**config.mk**
```make
export PLATFORM = sky130hd
export DESIGN_NAME = qdel_event_latch
export DESIGN_NICKNAME = d
export VERILOG_FILES = /design/src/qdel_pkg.sv /design/src/qdel_event_latch.sv
export VERILOG_INCLUDE_DIRS = /design/src
export SDC_FILE = /design/constraint.sdc
export NUM_CORES = 1
export LEC_CHECK = 0
export BUFFER_PORTS_ARGS = -buffer_cell sky130_fd_sc_hd__buf_2
export CAP_MARGIN = 20
export CORE_AREA = 2 2 179 181
export DETAILED_ROUTE_END_ITERATION = 10
export DIE_AREA = 0 0 181 183
export PLACE_DENSITY = 0.42
export SETUP_SLACK_MARGIN = 0.05
export SLEW_MARGIN = 10
export SYNTH_ARGS = -nofsm -noshare
export SYNTH_HDL_FRONTEND = slang
export SYNTH_SLANG_ARGS = --single-unit
```
**constraint.sdc**
```tcl
create_clock -name clk -period 3.2 [get_ports clk]
set_input_delay 0.48 -clock clk [delete_from_list [all_inputs] [get_ports clk]]
set_output_delay 0.48 -clock clk [all_outputs]
set_load 0.005 [all_outputs]
```
**src/qdel_cfg.svh**
```systemverilog
`ifndef QDEL_CFG_SVH
`define QDEL_CFG_SVH

// =====================================================================
// sizes
`define QDEL_NUM_CH          8
`define QDEL_NUM_REGIONS     4
`define QDEL_REGION_W        2
`define QDEL_ENTRY_W         9
`define QDEL_WORD_W          3
`define QDEL_INT_W           32
`define QDEL_ADDR_W          8

// =====================================================================
// register byte offsets, one aligned word each
`define QDEL_OFS_EVENT_FLAGS  8'h00
`define QDEL_OFS_ENABLE       8'h04
`define QDEL_OFS_ENABLE_CLEAR 8'h08
`define QDEL_OFS_ENABLE_SET   8'h0c
`define QDEL_OFS_SEC_CLEAR    8'h10
`define QDEL_OFS_INT_EVALUATE_BIT     8'h14

// =====================================================================
// field positions and reset values
`define QDEL_EVALUATE_BIT_BIT         0
`define QDEL_EVALUATE_BIT_RSVD_BIT    1
`define QDEL_FLAGS_RST        8'h00
`define QDEL_ENABLE_RST       8'h00
`define QDEL_MISSED_RST       8'h00

`endif

```
**src/qdel_pkg.sv**
```systemverilog
package qdel_pkg;

	// offer state of the submission port, one-hot
	typedef enum logic [1:0] {
		QDEL_IDLE  = 2'b01,
		QDEL_OFFER = 2'b10
	} qdel_offer_t;

	typedef logic [7:0] qdel_chmask_t;

endpackage

```
**src/qdel_event_latch.sv**
```systemverilog
`timescale 1ns/10ps
`include "qdel_cfg.svh"

// =====================================================================
module qdel_event_latch
	import qdel_pkg::*;
(
	input  wire logic                                        clk,
	input  wire logic                                        srst,
	// register port
	input  wire logic                                        reg_wr,
	input  wire logic                                        reg_rd,
	input  wire logic                                        reg_global,
	input  wire logic [`QDEL_REGION_W-1:0]                   reg_region,
	input  wire logic [`QDEL_ADDR_W-1:0]                     reg_addr,
	input  wire logic [31:0]                                 reg_wdata,
	output logic      [31:0]                                 reg_rdata,
	output logic                                             reg_rvalid,
	// shadow region access masks, region k in slice k
	input  wire logic [`QDEL_NUM_REGIONS*`QDEL_NUM_CH-1:0]   quick_region_access_enable,
	input  wire logic [`QDEL_NUM_REGIONS*`QDEL_INT_W-1:0]    dma_region_access_enable,
	// completion interrupt state
	input  wire logic [`QDEL_INT_W-1:0]                      completion_interrupt_enable,
	input  wire logic [`QDEL_INT_W-1:0]                      completion_interrupt_pending,
	output logic                                             global_completion_pulse,
	output logic      [`QDEL_NUM_REGIONS-1:0]                region_completion_pulse,
	// channel to parameter_ram mapping, channel n in slice n
	input  wire logic [`QDEL_NUM_CH*`QDEL_ENTRY_W-1:0]       quick_channel_parameter_ram_mapping,
	input  wire logic [`QDEL_NUM_CH*`QDEL_WORD_W-1:0]        quick_channel_trigger_word,
	// parameter_ram write and link update observation
	input  wire logic                                        parameter_ram_wr_valid,
	input  wire logic [`QDEL_ENTRY_W-1:0]                    parameter_ram_wr_entry,
	input  wire logic [`QDEL_WORD_W-1:0]                     parameter_ram_wr_word,
	input  wire logic                                        link_upd_valid,
	input  wire logic [`QDEL_ENTRY_W-1:0]                    link_upd_entry,
	// transfer_request submission
	output logic                                             submit_valid,
	output logic      [2:0]                                  submit_channel,
	input  wire logic                                        submit_ready,
	// missed events
	output logic      [`QDEL_NUM_CH-1:0]                     quick_channel_missed_events,
	input  wire logic [`QDEL_NUM_CH-1:0]                     missed_clear,
	output logic      [`QDEL_NUM_CH-1:0]                     quick_secondary_event_clear
);

	// =================================================================
	// state
	qdel_chmask_t                  flags_ff;
	qdel_chmask_t                  enable_ff;
	qdel_chmask_t                  missed_ff;
	qdel_chmask_t                  sec_clr_ff;
	qdel_offer_t                   offer_ff;
	logic [2:0]                    offer_ch_ff;
	logic [31:0]                   rdata_ff;
	logic                          rvalid_ff;
	logic                          geval_ff;
	logic [`QDEL_NUM_REGIONS-1:0]  reval_ff;

	// =================================================================
	// decode
	qdel_chmask_t                  acc_mask;
	qdel_chmask_t                  wdata8;
	qdel_chmask_t                  trig_hit;
	qdel_chmask_t                  event_in;
	qdel_chmask_t                  hw_clear;
	qdel_chmask_t                  sw_clear;
	qdel_chmask_t                  en_set;
	qdel_chmask_t                  en_clr;
	qdel_chmask_t                  nxt_flags;
	qdel_chmask_t                  nxt_enable;
	logic                          wr_en_clr;
	logic                          wr_en_set;
	logic                          wr_sec_clr;
	logic                          wr_evaluate_bit;
	logic                          evaluate_bit_req;
	logic [`QDEL_INT_W-1:0]        live_int;
	logic [`QDEL_INT_W-1:0]        region_int_mask;
	logic [2:0]                    low_ch;
	logic [31:0]                   nxt_rdata;

	// only the low byte holds channel bits; the rest is reserved
	assign wdata8 = reg_wdata[`QDEL_NUM_CH-1:0];

	// shadow accesses only reach channels granted to the region
	always_comb begin
		if (reg_global) begin
			acc_mask = 8'hff;
		end else begin
			acc_mask = quick_region_access_enable[reg_region*`QDEL_NUM_CH +: `QDEL_NUM_CH];
		end
	end

	// register write strobes, address decode
	always_comb begin
		wr_en_clr  = 1'b0;
		wr_en_set  = 1'b0;
		wr_sec_clr = 1'b0;
		wr_evaluate_bit    = 1'b0;
		if (reg_wr && reg_addr == `QDEL_OFS_ENABLE_CLEAR) begin
			wr_en_clr = 1'b1;
		end else if (reg_wr && reg_addr == `QDEL_OFS_ENABLE_SET) begin
			wr_en_set = 1'b1;
		end else if (reg_wr && reg_addr == `QDEL_OFS_SEC_CLEAR) begin
			wr_sec_clr = 1'b1;
		end else if (reg_wr && reg_addr == `QDEL_OFS_INT_EVALUATE_BIT) begin
			wr_evaluate_bit = 1'b1;
		end
	end

	assign en_clr   = wr_en_clr ? (wdata8 & acc_mask) : 8'h00;
	assign en_set   = wr_en_set ? (wdata8 & acc_mask) : 8'h00;
	assign sw_clear = wr_sec_clr ? (wdata8 & acc_mask) : 8'h00;
	// bit 1 is ignored: software keeps it zero
	assign evaluate_bit_req = wr_evaluate_bit & reg_wdata[`QDEL_EVALUATE_BIT_BIT];

	// =================================================================
	// per-channel event detection
	// one matcher per channel, bit n of every mask is channel n
	genvar ch;
	generate
		for (ch = 0; ch < `QDEL_NUM_CH; ch++) begin : g_ch
			logic [`QDEL_ENTRY_W-1:0] map_entry;
			logic [`QDEL_WORD_W-1:0]  map_word;
			assign map_entry = quick_channel_parameter_ram_mapping[ch*`QDEL_ENTRY_W +: `QDEL_ENTRY_W];
			assign map_word  = quick_channel_trigger_word[ch*`QDEL_WORD_W +: `QDEL_WORD_W];
			// trigger word write or whole-entry link update
			assign trig_hit[ch] = (parameter_ram_wr_valid && parameter_ram_wr_entry == map_entry
				&& parameter_ram_wr_word == map_word)
				|| (link_upd_valid && link_upd_entry == map_entry);
		end
	endgenerate

	// disabled channels drop the event entirely
	assign event_in = trig_hit & enable_ff;

	// hardware clear only on accepted submission
	always_comb begin
		hw_clear = 8'h00;
		if (submit_valid && submit_ready) begin
			hw_clear[offer_ch_ff] = 1'b1;
		end
	end

	// set beats any concurrent clear
	assign nxt_flags = (flags_ff & ~(hw_clear | sw_clear)) | event_in;

	// =================================================================
	// event flags
	always_ff @(posedge clk) begin
		if (srst) begin
			flags_ff <= `QDEL_FLAGS_RST;
		end else begin
			flags_ff <= nxt_flags;
		end
	end

	// new event on an already set flag is lost
	// a miss in the same cycle as missed_clear survives
	always_ff @(posedge clk) begin
		if (srst) begin
			missed_ff <= `QDEL_MISSED_RST;
		end else begin
			missed_ff <= (missed_ff & ~missed_clear) | (event_in & flags_ff);
		end
	end

	// =================================================================
	// enables: no direct write path exists
	assign nxt_enable = (enable_ff & ~en_clr) | en_set;

	always_ff @(posedge clk) begin
		if (srst) begin
			enable_ff <= `QDEL_ENABLE_RST;
		end else begin
			enable_ff <= nxt_enable;
		end
	end

	// secondary clear strobe for the queue-side register
	always_ff @(posedge clk) begin
		if (srst) begin
			sec_clr_ff <= 8'h00;
		end else begin
			sec_clr_ff <= sw_clear;
		end
	end

	// =================================================================
	// submission: fixed priority, lowest channel first
	// a flag cleared by software this cycle is not offered,
	// otherwise a cancelled channel would still reach the controller
	always_comb begin
		low_ch = 3'h0;
		for (int i = `QDEL_NUM_CH - 1; i >= 0; i--) begin
			if (flags_ff[i] && !sw_clear[i]) begin
				low_ch = 3'(i);
			end
		end
	end

	// a channel stays offered until the controller takes it or software clears its flag
	always_ff @(posedge clk) begin
		if (srst) begin
			offer_ff    <= QDEL_IDLE;
			offer_ch_ff <= 3'h0;
		end else begin
			case (offer_ff)
				QDEL_IDLE: begin
					if ((flags_ff & ~sw_clear) != 8'h00) begin
						offer_ff    <= QDEL_OFFER;
						offer_ch_ff <= low_ch;
					end
				end
				QDEL_OFFER: begin
					// a software clear withdraws the offer too
					if (submit_ready || sw_clear[offer_ch_ff]) begin
						offer_ff <= QDEL_IDLE;
					end
				end
				default: begin
					offer_ff <= QDEL_IDLE;
				end
			endcase
		end
	end

	// =================================================================
	// interrupt evaluate, present in every region, pulses only with an enabled pending interrupt, for a shadow region one in the region's mask
	assign live_int        = completion_interrupt_enable & completion_interrupt_pending;
	assign region_int_mask = dma_region_access_enable[reg_region*`QDEL_INT_W +: `QDEL_INT_W];

	always_ff @(posedge clk) begin
		if (srst) begin
			geval_ff <= 1'b0;
			reval_ff <= '0;
		end else begin
			geval_ff <= evaluate_bit_req && reg_global && (live_int != '0);
			for (int r = 0; r < `QDEL_NUM_REGIONS; r++) begin
				// only the region written through is pulsed
				reval_ff[r] <= evaluate_bit_req && !reg_global && reg_region == `QDEL_REGION_W'(r)
					&& ((live_int & region_int_mask) != '0);
			end
		end
	end

	// =================================================================
	// read path, one cycle latency
	// masked shadow channels read zero, as their writes do nothing
	always_comb begin
		nxt_rdata = 32'h0000_0000;
		if (reg_addr == `QDEL_OFS_EVENT_FLAGS) begin
			nxt_rdata = {24'h00_0000, flags_ff & acc_mask};
		end else if (reg_addr == `QDEL_OFS_ENABLE) begin
			nxt_rdata = {24'h00_0000, enable_ff & acc_mask};
		end
		// write-only and unmapped words read zero; evaluate too
	end

	always_ff @(posedge clk) begin
		if (srst) begin
			rdata_ff  <= 32'h0000_0000;
			rvalid_ff <= 1'b0;
		end else begin
			rvalid_ff <= reg_rd;
			if (reg_rd) begin
				rdata_ff <= nxt_rdata;
			end
		end
	end

	// =================================================================
	// outputs
	assign reg_rdata                   = rdata_ff;
	assign reg_rvalid                  = rvalid_ff;
	assign submit_valid                = (offer_ff == QDEL_OFFER);
	assign submit_channel              = offer_ch_ff;
	assign quick_channel_missed_events = missed_ff;
	assign quick_secondary_event_clear = sec_clr_ff;
	assign global_completion_pulse     = geval_ff;
	assign region_completion_pulse     = reval_ff;

endmodule // qdel_event_latch

```
Yosys cells after proc, flatten, opt, wreduce, memory -nomap -nowiden --
Cells that the tools add are included.
Storage, ports and cells: output and inout bits 58, input bits 399, word-level logic and storage cells 176, flip-flop bits (word level) 75
Cells by class: eq/ne operators 36, reductions and logical operators 74, shift operators 2, order comparisons 2, bitwise logic cells 20, muxes and demuxes 32
Operator list (count):
- $eq A9 B9 Y1 | 16
- $shiftx A128 B8 Y32 | 1
- $and A8 B8 Y8 | 9
- $and A32 B32 Y32 | 2
- $reduce_bool A32 Y1 | 2
- $mux W8 | 7
- $logic_and A1 B1 Y1 | 49
- $not A8 Y8 | 4
- $or A8 B8 Y8 | 4
- $shiftx A32 B6 Y8 | 1
- $eq A3 B3 Y1 | 8
- $mux W3 | 8
- $eq A8 B4 Y1 const B | 2
- $eq A8 B5 Y1 const B | 2
- $mux W1 | 12
- $logic_not A1 Y1 | 9
- $logic_or A1 B1 Y1 | 9
- $eq A8 B3 Y1 const B | 1
- $logic_not A8 Y1 | 1
- $reduce_bool A8 Y1 | 1
- $eq A2 B2 Y1 const B | 3
- $eq A2 B1 Y1 const B | 2
- $lt A3 B4 Y1 const B | 1
- $mux W2 | 2
- 9 further kinds | 10

Depth between registers and ports, before layout --
word-level depth 16, depth in mapped cells 9, depth with buffers taken out 6

Worst setup path after synthesis --
OpenSTA, ideal clock, no wires.
path kind input to register, start point input reg_region[0], end point register reval_ff[3] (netlist: region_completion_pulse[3]), setup time 0.115 ns, stages on the path 8, data arrival time 2.378 ns, required time 3.085 ns, buffers on the path 2, path slack 0.707 ns, path through buf_4 -> buf_1 -> mux4_2 -> a32oi_1 -> nand4_1 -> nor4_1 -> nor3_1 -> and3_1
Between the ends: word-level cells in the longest chain between the ends 4, elaborated cells between the ends (all ways) 6, classes of those cells eq/ne: 1; shift: 1; bitwise: 1; reduce/logical: 3
RTL lines:
- start, declared | RTL line qdel_event_latch.sv:14 | input wire logic [`QDEL_REGION_W-1:0] reg_region,
- $shiftx A128 B8 Y32 | RTL line qdel_event_latch.sv:230 | assign region_int_mask = dma_region_access_enable[reg_region*`QDEL_INT_W +: `QDEL_INT_W];
- $and A32 B32 Y32 | RTL line qdel_event_latch.sv:241 | && ((live_int & region_int_mask) != '0);
- $reduce_bool A32 Y1 | RTL line qdel_event_latch.sv:241
- $logic_and A1 B1 Y1 (*) | RTL line qdel_event_latch.sv:240 | reval_ff[r] <= evaluate_bit_req && !reg_global && reg_region == `QDEL_REGION_W'(r)
- end signal, assigned by index | RTL line qdel_event_latch.sv:240
- end, declared | RTL line qdel_event_latch.sv:57 | logic [`QDEL_NUM_REGIONS-1:0] reval_ff;
Mark *: on every way between the ends. The rest lies on a longest branch, timed or not. A chain may end at the register's enable or synchronous reset.

Worst setup path after layout --
Same ends and word-level chain as after synthesis.

==> reports/metrics.csv <==
metric;value;unit
core region area;31200;um2
cts hold-fix bufs;0;
r2r setup slk;1690;ps
wire per inst;22.9;um
Hold Fails Final Rpt;0;
switching power;0.688;mW
setup violators final;0;
first-pass GRT wire length;47000;um
GRT Residual Overflow;0;
port buffer count;408;
routed vias;6875;
GRT Overall Usage;19.5;%
drt initial violations;236;
Final period util;83.5;%
Final Util;27.0;%
DR top layer;met4;
Routed met2 length;18900;um
vias in the first global route;7086;
CP peak stage delay;540;ps
Setup Fix Bufs, Post-CTS;0;
Yosys reg bits;51;
worst hold path class;input port to flop;
Clock power frac;30.7;%
hpwl dp;29500;um
Clk pin slew, worst setup/hold paths;70;ps
WP buf/inv;3;
share of cells above drive strength 1;45.3;%
CP endpoint;region_completion_pulse[3]$_SDFF_PP0_;
most common cell in the netlist;xnor2_1;
die area;33100;um2
Worst EP required;3390;ps
outcome;finished, final reports clean;
worst setup path startpoint;reg_region[0];
Distinct cells, synth;62;
Crit path max-delay family;simple AND/OR/NAND/NOR gates;
Most used DFF post-synth;dfxtp_1;
Syn-to-layout area delta;44.1;%
Starting Density;18.7;%
critical path arrival;2860;ps
M1 wire length;10800;um
CTS root buffer;clkbuf_16;
Crit. End Element;flop;
WL final;33600;um
Internal;1.45;mW
clock sink total;51;
P per Cell Area;254;nW/um2
CTS tree;done;
crit-path cells;buf_2 -> buf_12 -> mux4_2 -> a32oi_1 -> nand4_1 -> nor4_1 -> buf_4 -> nor3_1 -> and3_1;
register area share after synthesis;17.5;%
Post-synth EDFFs;0;
WP depth;9;
WS Path Type;input port to flop;
worst slew pin tran;706;ps
Relative slew margins;53.0;%
Combinational Power Share;39.6;%
fraction of registers with async set/reset;0;%
reg2reg end;offer_ff[0]$_SDFFE_PP1P_;
Max FO, Critical Path;38;
Yosys warning total;0;
Final Wtd Congestion;0.918;
max-cap violations;0;
Post-Syn Area;5850;um2
Crit-path slowest cell;mux4_2;
pin count of the biggest net entering global routing;39;
worst r2r src;submit_channel[2]$_SDFFE_PP0P_;
post-route setup TNS;0;ps
cells after synthesis;677;
CP Launch Type;input port;
Die X;181;um
Worst Skew;7.57;ps
power share of the sequential group;29.6;%
H-tree depth;2;
initial antenna violation count;12;
top post-synthesis cells by area;xnor2_1 (23%), dfxtp_1 (17%), mux4_2 (12%), nand4_1 (4.4%), mux2i_1 (4.1%);
largest buffer count on any clock path;2;
die height;183;um
RSZ-0062 raised after global routing;false;
CTS resizes;0;
DR WL met3;2620;um
post-route design area;8420;um2
num rows;65;
I/O Pins;457;
Leakage;3.52;nW
worst vdd ir;0.222;mV
placed cell area;8240;um2
top cell type's share of synthesized area;23.4;%
sw frac;32.1;%
DR DRC count;0;
FF-to-FF path depth;3;
nets@finish;1462;
vias per inst;4.68;
fillers;3513;
router iterations before antenna repair;5;
syn_area_per_cell;8.64;um2
CTS buffer count;5;
dominant cell type by area after synthesis;xnor2_1;
Antenna Nets Post-Route;0;
synth cell count leaders;xnor2_1 (156), dfxtp_1 (51), nand4_1 (41);
final critical-path required period;2670;ps
fmax;374;MHz
Clock Latency Late Sink;300;ps
Pins Over Slew Limit;0;
[cells in the final DEF, fill, tap and decap left out, types with 5 or more instances in the layout]
cell / count
buf_2: 408
xnor2_1: 156
dfxtp_1: 51
nand4_1: 41
mux4_2: 32
nand2_1: 27
nand3_1: 26
nor2_1: 24
mux2i_1: 24
conb_1: 24
a21oi_1: 21
a32oi_1: 21
nor3_1: 18
o21ai_0: 18
buf_4: 16
a22oi_1: 13
nor4_1: 12
xor2_1: 12
nand2b_1: 11
inv_1: 11
and2_0: 10
and2_1: 8
o211ai_1: 6
or2_2: 6
a31oi_1: 5
nor2b_1: 5
clkbuf_16: 5
[tightest hold or removal path, cell delays in order]
cell and delay (ps):
buf_2 70, nand2b_1 90, a21oi_1 50
[final cells by class]
class                   count  area (um2)  share of cell area (%)
multi-input cells         568        4490                    53.3
repair buffers            425        2180                    25.9
flip-flops and latches     51        1020                    12.1
well taps                 402         503                    5.97
clock buffers               6         139                    1.65
inverters                  12        45.0                   0.535
clock inverters             2        38.8                   0.460
diodes                      2        5.00                  0.0594
[through the flow]
step,cells,hold slack (ps),power (mW),worst slack [ps]
floorplan,700,457,1.11,707
global placement,1458,449,1.50,268
detailed placement,1458,457,1.50,252
CTS,1466,428,2.18,551
global route,1467,446,2.26,439
finish,1468,434,2.14,526
[worst min-delay path by stage]
stage | from | endpoint | cells past startpoint | slack, ps
5_1_grt | missed_clear[0] | quick_channel_missed_events[0]$_SDFF_PP0_ | 3 | 450
3_5_place_dp | reg_rdata[1]$_SDFFE_PP0P_ | reg_rdata[1]$_SDFFE_PP0P_ | 2 | 460
3_3_place_gp | reg_rdata[1]$_SDFFE_PP0P_ | reg_rdata[1]$_SDFFE_PP0P_ | 2 | 450
6_report | missed_clear[0] | quick_channel_missed_events[0]$_SDFF_PP0_ | 3 | 430
2_1_floorplan | reg_rdata[0]$_SDFFE_PP0P_ | reg_rdata[0]$_SDFFE_PP0P_ | 2 | 460
4_1_cts | missed_clear[0] | quick_channel_missed_events[0]$_SDFF_PP0_ | 3 | 430
[cells by family (layout without fill, tap and decap cells)]
group | count (synthesis) | count (layout) | synth area share, %
simple gates | 204 | 204 | 19.4
xor+xnor | 168 | 168 | 25.2
other cells | 1 | 26 | 0.0641
mux | 59 | 59 | 17.0
buf+inv | 81 | 445 | 7.23
flops | 51 | 51 | 17.5
compound gates | 113 | 113 | 13.7
[power by group through the flow]
stage,clock network (mW),logic [mW],registers (mW)
floorplan,0,0.459,0.650
CTS,0.685,0.856,0.635
detailed placement,0,0.854,0.650
global route,0.708,0.914,0.635
finish,0.658,0.849,0.635
global placement,0,0.849,0.650
[routing by layer]
layer  vias to the layer above  GRT usage [%]
met4                         0           6.93
met1                      3197           18.1
met2                       386           40.9
met3                        65           4.39
met5                         -              0
li1                       3227              -
[state kept, by name, indices dropped and copies added (netlist names)]
register	flops
region_completion_pulse	4
reg_rdata	8
quick_channel_missed_events	8
enable_ff	8
quick_secondary_event_clear	8
offer_ff	2
reg_rvalid	1
global_completion_pulse	1
submit_channel	3
flags_ff	8
(Power assumes the default switching activity.)
